## config.mk

```make
export PLATFORM = sky130hd
export DESIGN_NAME = question_answer_watchdog
export DESIGN_NICKNAME = d
export VERILOG_FILES = /design/src/core/qa_watchdog_pkg.sv /design/src/core/question_chain.sv /design/src/core/question_answer_watchdog.sv
export SDC_FILE = /design/constraint.sdc
export NUM_CORES = 1
export LEC_CHECK = 0
export BUFFER_PORTS_ARGS = -buffer_cell sky130_fd_sc_hd__buf_4
export CAP_MARGIN = 20
export CORE_MARGIN = 3
export CORE_UTILIZATION = 50
export DETAILED_ROUTE_END_ITERATION = 7
export GPL_ROUTABILITY_DRIVEN = 0
export MAX_ROUTING_LAYER = met4
export PLACE_DENSITY = 0.86
export SYNTH_ARGS = -nofsm -noshare
export SYNTH_HDL_FRONTEND = slang
export SYNTH_SLANG_ARGS = --single-unit
export TNS_END_PERCENT = 50
```

## constraint.sdc

```tcl
create_clock -name clk -period 3.1 [get_ports clk]
set_input_delay 0.31 -clock clk [delete_from_list [all_inputs] [get_ports clk]]
set_output_delay 0.31 -clock clk [all_outputs]
set_load 0.03 [all_outputs]
```

## src/core/qa_watchdog_pkg.sv

```systemverilog
// How it works
// - Pending question held, readable without side effect
// - Question event only on fault-free read
// - Multi mode response is four answer bytes
// - Countdown loads 0x3, decrements per answer
// - Single mode: one byte, countdown stays 0x1
// - Restart on time-out, config change, final byte
// - First window (setting+1) steps, diag-only change
// - Second window (setting+1) steps of 0.55 ms
// - Single mode: closed window first, (setting+1) steps
// - Open window (setting+1) steps of 0.55 ms
// - Timebase step of 0.55 ms from clock
// - Lock command blocks window setting writes
// - New question in question field two cycles after final byte (chain one cycle after)
// - Four-bit chain, state zero stepped as if one
// - Multi valid: four correct, ordered, timed
// - Single valid: none closed, one correct open
// - Status flags set only at cycle end
// - Status read returns previous flags, clears them
// - Init loads countdown 0x3 multi, 0x1 single
// - Init clears flags, fail flag, question engine
// - Mode bit 0 multi, 1 single
// - Fail counter +1 wrong, -1 correct, saturating
// - No answer counts time-out, fail counter +1
// - Power-on reset sets fail counter 0x5
package qa_watchdog_pkg;

    // Timebase
    localparam int CLK_PERIOD_NS = 10;
    localparam int STEP_TIME_NS = 550000;
    localparam int STEP_CYCLES = STEP_TIME_NS / CLK_PERIOD_NS;
    localparam int STEP_CNT_W = 16;

    // Answer countdown loads
    localparam logic [1:0] COUNT_LOAD_MULTI = 2'h3;
    localparam logic [1:0] COUNT_LOAD_SINGLE = 2'h1;
    localparam logic [1:0] COUNT_FINAL = 2'h0;

    // Failure counter
    localparam logic [3:0] FAIL_CNT_RESET = 4'h5;
    localparam logic [3:0] FAIL_CNT_MAX = 4'hF;
    localparam logic [3:0] FAIL_CNT_MIN = 4'h0;

    // Question chain
    localparam logic [3:0] QUESTION_SEED = 4'h1;
    localparam logic [3:0] QUESTION_ZERO = 4'h0;

    // Window settings after reset
    localparam logic [7:0] WIN1_RESET = 8'h0F;
    localparam logic [4:0] WIN2_RESET = 5'h0F;
    localparam logic [1:0] FEEDBACK_RESET = 2'h0;

    // Mode bit values
    localparam logic MODE_MULTI = 1'b0;
    localparam logic MODE_SINGLE = 1'b1;

    typedef enum logic {
        PH_FIRST = 1'b0,
        PH_SECOND = 1'b1
    } phase_t;

endpackage

```

## src/core/question_chain.sv

```systemverilog
// Four-bit question state chain
module question_chain (
    input wire logic clk, // System clock
    input wire logic rst_n, // Async reset, active low
    input wire logic init, // Reload seed
    input wire logic advance, // Step to next question
    output logic [3:0] question_q // Current question
);

    logic [3:0] seed;
    logic [3:0] question_d;

    // Zero state replaced before stepping
    always_comb begin
        seed = (question_q == qa_watchdog_pkg::QUESTION_ZERO) ? qa_watchdog_pkg::QUESTION_SEED : question_q;
        question_d = {seed[2:0], seed[3] ^ seed[2]};
    end

    // Chain register
    always_ff @(posedge clk or negedge rst_n) begin
        if (!rst_n) begin
            question_q <= qa_watchdog_pkg::QUESTION_SEED;
        end else if (init) begin
            question_q <= qa_watchdog_pkg::QUESTION_SEED;
        end else if (advance) begin
            question_q <= question_d;
        end
    end

endmodule // question_chain

```

## src/core/question_answer_watchdog.sv

```systemverilog
// Question and answer watchdog
module question_answer_watchdog #(
    parameter int STEP_CYC = qa_watchdog_pkg::STEP_CYCLES // Clocks per window step
) (
    input wire logic clk, // System clock
    input wire logic rst_n, // Async reset, active low
    input wire logic state_a, // State_a state, settings writable
    input wire logic answer_mode_select, // 0 multi, 1 single
    input wire logic cfg_wr, // Window settings write strobe
    input wire logic [7:0] window_one_config, // First or closed window setting
    input wire logic [4:0] window_two_config, // Second or open window setting
    input wire logic [1:0] answer_feedback_config, // Feedback select
    input wire logic config_write_lock_cmd, // Lock command strobe
    input wire logic init_req, // Initialization event strobe
    input wire logic question_rd, // Question read frame done
    input wire logic frame_fault, // Fault on that frame
    input wire logic answer_wr, // Answer write strobe
    input wire logic [7:0] answer_byte_field, // Answer byte
    input wire logic status_rd, // Status read strobe
    output logic [3:0] pending_question, // Current question
    output logic [1:0] answer_countdown, // Answer countdown
    output logic question_event, // Valid question read pulse
    output logic wrong_answer_flag, // Wrong answer status
    output logic early_answer_flag, // Early answer status
    output logic order_error_flag, // Order error status
    output logic timeout_flag, // Time-out status
    output logic watchdog_fail_flag, // Fail counter went up
    output logic [3:0] failure_counter, // Failure counter
    output logic second_window, // In second or open window
    output logic config_locked, // Window settings locked
    output logic [7:0] first_window_length, // First window setting
    output logic [4:0] second_window_length // Second window setting
);

    logic [qa_watchdog_pkg::STEP_CNT_W-1:0] step_cnt_q;
    logic step_tick;
    logic [7:0] win_cnt_q;
    logic [7:0] win_limit;
    logic win_done;
    qa_watchdog_pkg::phase_t phase_q;
    logic mode_q;
    logic [1:0] feedback_q;
    logic [1:0] cnt_q;
    logic any_answer_q;
    logic run_wrong_q;
    logic run_early_q;
    logic run_order_q;
    logic mode_upd;
    logic win_upd;
    logic cfg_change;
    logic new_mode;
    logic [7:0] expected;
    logic ans_ok;
    logic wr_wrong;
    logic wr_early;
    logic wr_order;
    logic wr_final;
    logic wr_count;
    logic timeout_end;
    logic run_end;
    logic run_err;
    logic restart;
    logic fail_up;
    logic fail_down;
    logic question_adv;
    logic [3:0] question;

    // Expected byte, fixed xor mapping
    function automatic logic [7:0] expect_byte(input logic [3:0] q, input logic [1:0] c, input logic [1:0] f);
        logic [3:0] hi;
        logic [3:0] lo;
        hi = q ^ {c, f};
        lo = ~q ^ {f, c};
        return {hi, lo};
    endfunction

    // Settings update detection
    always_comb begin
        mode_upd = state_a && (answer_mode_select != mode_q);
        win_upd = cfg_wr && state_a && !config_locked;
        cfg_change = mode_upd || win_upd;
        new_mode = mode_upd ? answer_mode_select : mode_q;
    end

    // Step timebase
    always_comb begin
        step_tick = (step_cnt_q == qa_watchdog_pkg::STEP_CNT_W'(STEP_CYC - 1));
        win_limit = (phase_q == qa_watchdog_pkg::PH_FIRST) ? first_window_length : {3'h0, second_window_length};
        win_done = step_tick && (win_cnt_q == win_limit);
    end

    // Answer classification
    always_comb begin
        expected = expect_byte(question, cnt_q, feedback_q);
        ans_ok = (answer_byte_field == expected);
        wr_wrong = 1'b0;
        wr_early = 1'b0;
        wr_order = 1'b0;
        wr_final = 1'b0;
        wr_count = 1'b0;
        if (answer_wr) begin
            if (mode_q == qa_watchdog_pkg::MODE_SINGLE) begin
                if (phase_q == qa_watchdog_pkg::PH_FIRST) begin
                    wr_early = 1'b1;
                end else begin
                    wr_wrong = !ans_ok;
                    wr_final = 1'b1;
                end
            end else if (phase_q == qa_watchdog_pkg::PH_FIRST) begin
                if (cnt_q == qa_watchdog_pkg::COUNT_FINAL) begin
                    wr_early = 1'b1;
                    wr_order = 1'b1;
                end else begin
                    wr_wrong = !ans_ok;
                    wr_count = 1'b1;
                end
            end else if (cnt_q != qa_watchdog_pkg::COUNT_FINAL) begin
                wr_order = 1'b1;
                wr_wrong = !ans_ok;
                wr_count = 1'b1;
            end else begin
                wr_wrong = !ans_ok;
                wr_final = 1'b1;
            end
        end
    end

    // Cycle end and restart
    always_comb begin
        timeout_end = win_done && (phase_q == qa_watchdog_pkg::PH_SECOND) && !wr_final;
        run_end = (wr_final || timeout_end) && !cfg_change && !init_req;
        run_err = run_wrong_q || run_early_q || run_order_q || wr_wrong || wr_early || wr_order;
        restart = init_req || cfg_change || run_end;
        fail_up = (run_end && (run_err || timeout_end)) || (cfg_change && !init_req);
        fail_down = run_end && !run_err && !timeout_end;
        question_adv = run_end;
    end

    // Question engine
    question_chain u_chain (
        .clk(clk),
        .rst_n(rst_n),
        .init(init_req),
        .advance(question_adv),
        .question_q(question)
    );

    // Question field mirror
    always_ff @(posedge clk or negedge rst_n) begin
        if (!rst_n) begin
            pending_question <= qa_watchdog_pkg::QUESTION_SEED;
        end else begin
            pending_question <= question;
        end
    end

    // Question read event
    always_ff @(posedge clk or negedge rst_n) begin
        if (!rst_n) begin
            question_event <= 1'b0;
        end else begin
            question_event <= question_rd && !frame_fault;
        end
    end

    // Mode, settings and lock
    always_ff @(posedge clk or negedge rst_n) begin
        if (!rst_n) begin
            mode_q <= qa_watchdog_pkg::MODE_MULTI;
            feedback_q <= qa_watchdog_pkg::FEEDBACK_RESET;
            first_window_length <= qa_watchdog_pkg::WIN1_RESET;
            second_window_length <= qa_watchdog_pkg::WIN2_RESET;
            config_locked <= 1'b0;
        end else begin
            if (state_a) begin
                mode_q <= answer_mode_select;
                feedback_q <= answer_feedback_config;
            end
            if (win_upd) begin
                first_window_length <= window_one_config;
                second_window_length <= window_two_config;
            end
            if (config_write_lock_cmd) begin
                config_locked <= 1'b1;
            end
        end
    end

    // Step counter
    always_ff @(posedge clk or negedge rst_n) begin
        if (!rst_n) begin
            step_cnt_q <= '0;
        end else if (restart || step_tick) begin
            step_cnt_q <= '0;
        end else begin
            step_cnt_q <= step_cnt_q + 1'b1;
        end
    end

    // Window phase and step count
    always_ff @(posedge clk or negedge rst_n) begin
        if (!rst_n) begin
            phase_q <= qa_watchdog_pkg::PH_FIRST;
            win_cnt_q <= 8'h00;
        end else if (restart) begin
            phase_q <= qa_watchdog_pkg::PH_FIRST;
            win_cnt_q <= 8'h00;
        end else if (win_done) begin
            phase_q <= qa_watchdog_pkg::PH_SECOND;
            win_cnt_q <= 8'h00;
        end else if (step_tick) begin
            win_cnt_q <= win_cnt_q + 8'h01;
        end
    end

    // Window phase output
    always_ff @(posedge clk or negedge rst_n) begin
        if (!rst_n) begin
            second_window <= 1'b0;
        end else if (restart) begin
            second_window <= 1'b0;
        end else if (win_done) begin
            second_window <= 1'b1;
        end
    end

    // Answer countdown
    always_ff @(posedge clk or negedge rst_n) begin
        if (!rst_n) begin
            cnt_q <= qa_watchdog_pkg::COUNT_LOAD_MULTI;
        end else if (restart) begin
            cnt_q <= (new_mode == qa_watchdog_pkg::MODE_SINGLE) ? qa_watchdog_pkg::COUNT_LOAD_SINGLE
                                                                 : qa_watchdog_pkg::COUNT_LOAD_MULTI;
        end else if (wr_count) begin
            cnt_q <= cnt_q - 2'h1;
        end
    end

    // Countdown output copy
    always_ff @(posedge clk or negedge rst_n) begin
        if (!rst_n) begin
            answer_countdown <= qa_watchdog_pkg::COUNT_LOAD_MULTI;
        end else if (restart) begin
            answer_countdown <= (new_mode == qa_watchdog_pkg::MODE_SINGLE) ? qa_watchdog_pkg::COUNT_LOAD_SINGLE
                                                                            : qa_watchdog_pkg::COUNT_LOAD_MULTI;
        end else if (wr_count) begin
            answer_countdown <= cnt_q - 2'h1;
        end
    end

    // Per-run error accumulation
    always_ff @(posedge clk or negedge rst_n) begin
        if (!rst_n) begin
            run_wrong_q <= 1'b0;
            run_early_q <= 1'b0;
            run_order_q <= 1'b0;
            any_answer_q <= 1'b0;
        end else if (restart) begin
            run_wrong_q <= 1'b0;
            run_early_q <= 1'b0;
            run_order_q <= 1'b0;
            any_answer_q <= 1'b0;
        end else if (answer_wr) begin
            run_wrong_q <= run_wrong_q || wr_wrong;
            run_early_q <= run_early_q || wr_early;
            run_order_q <= run_order_q || wr_order;
            any_answer_q <= 1'b1;
        end
    end

    // Status flags, set at cycle end wins over read clear
    always_ff @(posedge clk or negedge rst_n) begin
        if (!rst_n) begin
            wrong_answer_flag <= 1'b0;
            early_answer_flag <= 1'b0;
            order_error_flag <= 1'b0;
            timeout_flag <= 1'b0;
        end else if (init_req) begin
            wrong_answer_flag <= 1'b0;
            early_answer_flag <= 1'b0;
            order_error_flag <= 1'b0;
            timeout_flag <= 1'b0;
        end else begin
            wrong_answer_flag <= (wrong_answer_flag && !status_rd) ||
                                 (run_end && (run_wrong_q || wr_wrong));
            early_answer_flag <= (early_answer_flag && !status_rd) ||
                                 (run_end && (run_early_q || wr_early));
            order_error_flag <= (order_error_flag && !status_rd) ||
                                (run_end && (run_order_q || wr_order));
            timeout_flag <= (timeout_flag && !status_rd) || timeout_end;
        end
    end

    // Failure counter, saturating
    always_ff @(posedge clk or negedge rst_n) begin
        if (!rst_n) begin
            failure_counter <= qa_watchdog_pkg::FAIL_CNT_RESET;
        end else if (fail_up) begin
            if (failure_counter != qa_watchdog_pkg::FAIL_CNT_MAX) begin
                failure_counter <= failure_counter + 4'h1;
            end
        end else if (fail_down) begin
            if (failure_counter != qa_watchdog_pkg::FAIL_CNT_MIN) begin
                failure_counter <= failure_counter - 4'h1;
            end
        end
    end

    // Fail flag, set on each increment
    always_ff @(posedge clk or negedge rst_n) begin
        if (!rst_n) begin
            watchdog_fail_flag <= 1'b0;
        end else if (init_req) begin
            watchdog_fail_flag <= 1'b0;
        end else if (fail_up && failure_counter != qa_watchdog_pkg::FAIL_CNT_MAX) begin
            watchdog_fail_flag <= 1'b1;
        end
    end

endmodule // question_answer_watchdog

```

==> flow_summary.json <==
{
  "outcome": "completed",
  "maxSlewViolCount": 0,
  "routed_wl_um": 7970,
  "critical_path_required_ps": 3380,
  "clockBufferDepth": 2,
  "muxShareOfSynthArea_pct": 7.96,
  "setup_viol": 0,
  "cts-root-buf": "clkbuf_8",
  "clk_latency_ps": 350,
  "worstHoldPathType": "input port to asynchronous set/reset pin",
  "ys_top_cells_by_area": "dfrtp_1, dfstp_2, mux2_2, nor2_1, xor2_1",
  "finalPower_mw": 2.43,
  "synth_fa_ha_area_share_pct": 3.52,
  "rrSetupSlack_ps": 100,
  "synth.avg_cell_area_sq_um": 10.8,
  "reg2reg_depth": 13,
  "vias_per_cell": 5.64,
  "critPathCaptureType": "register",
  "tritoncts": "built",
  "synth_fp_nets": 360,
  "synth_top_family_by_area": "simple AND/OR/NAND/NOR gates",
  "ys.flop_type": "dfrtp_1",
  "fin_crit_ps": 3000,
  "grt_remaining_overflow": 0,
  "cts_buffers": 9,
  "antennaDiodeCount": 0,
  "fp.dieArea_sq_mm": 0.00785,
  "yosysSeqAreaShare_pct": 48.2,
  "r2r_start": "answer_countdown[0]",
  "pre_cts_slack_ps": -47.9,
  "skew_ps": 14.5,
  "timing.fmax_ghz": 0.333,
  "reg2reg_to": "failure_counter[3]",
  "drtAntennaViolNets": 0,
  "regArea_sq_mm": 0.00165,
  "die_x_um": 88.6,
  "vias": 2737,
  "synth_common_cells": "dfrtp_1, nor2_1, nand2_1, xor2_1",
  "cp_max_fo": 5,
  "maxCapViolCount": 0,
  "cts.sinks": 65,
  "io_pins": 65,
  "worstMarginPinSlew_ps": 797,
  "place_hpwl_um": 5340,
  "ys_async_sr_fraction_pct": 100,
  "synth_most_common_cell": "dfrtp_1",
  "fin_crit_sh_pct": 96.9,
  "grt_pass1_vias": 2702,
  "grt_max_degree": 66,
  "die_h_um": 88.6,
  "grt_first_pass_wirelength_um": 12500,
  "portBuffers": 64,
  "multi_input_area_sq_mm": 0.00174,
  "peakVddDrop_uv": 560,
  "final_nets": 446,
  "worstSetupPathType": "register to register",
  "drt_iter0_drc": 135,
  "htreeDepth": 3,
  "drive_above_1_share_pct": 37.5,
  "core-area_sq_mm": 0.00649,
  "num_rows": 29,
  "avgRoutedWirePerCell_um": 16.4,
  "p_per_area_mw_per_mm2": 552,
  "synth_cell_types": 51,
  "final_hold_viol_count": 0,
  "yosysTopAreaCellShare_pct": 37.4,
  "drtPass1Iterations": 4,
  "netlist_area_sq_mm": 0.00341,
  "initial_core_util_pct": 52.5,
  "num-fill-cells": 437,
  "synth-compound-area-share_pct": 7.81,
  "synthSimpleGateAreaFrac_pct": 18.3,
  "ys_ff_latch": 65,
  "clk_pin_slew_ps": 80,
  "grtUsageTotal_pct": 21.5,
  "synthCells": 317,
  "drc": 0,
  "p_leak_nw": 2.03,
  "slew_headroom_pct": 46.8,
  "synth_edf_count": 0,
  "synth_top_area_cell": "dfrtp_1",
  "layout_setup_ws_ps": 97.5,
  "area_growth_pct": 29.1,
  "yosysWarnings": 0,
  "synth_xor_area_share_pct": 11.7,
  "antenna_found_initial": 0,
  "worst_setup_path_start_kind": "register",
  "critPathArrivalTime_ps": 3280,
  "cts_hold_buf": 0
}
## placed cells by master, fill, tap and decap left out, types with 3 or more instances in the layout
master	count
a21oi_1	6
bufinv_16	3
a2bb2oi_1	3
nand4_1	6
inv_1	14
clkinv_4	3
clkbuf_8	9
mux2_2	17
nand2_1	18
nor2b_1	4
ha_1	6
nor3_1	7
xnor2_1	17
nand3_1	10
xor2_1	18
buf_4	82
nand2b_1	3
mux2i_1	8
and3_1	8
dfstp_2	14
nor2_1	42
o21ai_0	7
dfrtp_1	49
## registers in the layout, indices dropped and copies added, names as in the netlist, 2 cells and up
| signal | flops |
|---|---|
| answer_countdown | 2 |
| second_window_length | 5 |
| win_cnt_q | 8 |
| u_chain.question_q | 4 |
| first_window_length | 8 |
| failure_counter | 4 |
| pending_question | 4 |
| step_cnt_q | 16 |
| feedback_q | 2 |
## layer usage
layer	track usage (%)	share of wire [%]
met1	26.2	40
met2	35.3	52
met3	4.10	5.9
met4	8.79	1.6
met5	-	0
## power breakdown
group	total (mW)	internal, mW	switching, mW	leakage [nW]
clock	0.874	0.538	0.336	0.121
combinational	0.562	0.250	0.312	1.08
sequential	0.996	0.924	0.0726	0.831
total	2.43	1.71	0.721	2.03
## metrics by stage
step                cells  instance area, sq um  TNS [ps]  hold slack [ps]  utilization [%]
floorplan             317                  3420         0             14.4                -
global placement      458                  4020         0              392             61.8
detailed placement    458                  4020     -47.9              401             61.8
CTS                   475                  4270         0             71.0             65.8
global route          485                  4400     -46.4              108             67.8
finish                485                  4400         0             52.5             67.8
## final cells by class
| type | instances | share of cell area [%] |
|---|---|---|
| multi-input cells | 230 | 39.6 |
| flip-flops and latches | 65 | 37.4 |
| repair buffers | 82 | 14.0 |
| clock buffers | 10 | 2.90 |
| clock inverters | 6 | 2.64 |
| well taps | 77 | 2.19 |
| inverters | 15 | 1.28 |
## cell families after synthesis
| group | count (synthesis) |
|---|---|
| AND/OR/NAND/NOR | 122 |
| flip-flops | 65 |
| XOR/XNOR | 39 |
| AO/OA/AOI/OAI | 35 |
| multiplexers | 25 |
| buffers and inverters | 22 |
| adder cells (fa/ha/maj) | 9 |
## worst max-delay path, stage by stage (launching register included)
cell and delay [ps]:
dfstp_2 600, xor3_1 390, nor4_4 180, o221ai_2 160
a31oi_4 240, o2111ai_4 140, and2_4 170, inv_1 70
ha_1 230, a21o_1 210, a21oi_2 150, nand3_1 90
mux2i_1 160, xor2_1 150
## worst max-delay path by stage
stage                          startpoint                 end  slack, ps
floorplan                   second_window  failure_counter[3]         30
global placement    u_chain.question_q[1]  failure_counter[3]        140
detailed placement          step_cnt_q[0]  failure_counter[3]        -50
CTS                 u_chain.question_q[2]  failure_counter[3]          3
global route          answer_countdown[0]  failure_counter[3]        -50
finish                answer_countdown[0]  failure_counter[3]        100
## what timing repair did
action,4_1_cts,5_1_grt
setup buffers,1,10
gates resized for setup,2,13
pin swaps,0,11
endpoints found under the setup margin,1,1
Note: power is estimated with default switching activity, not from simulation.
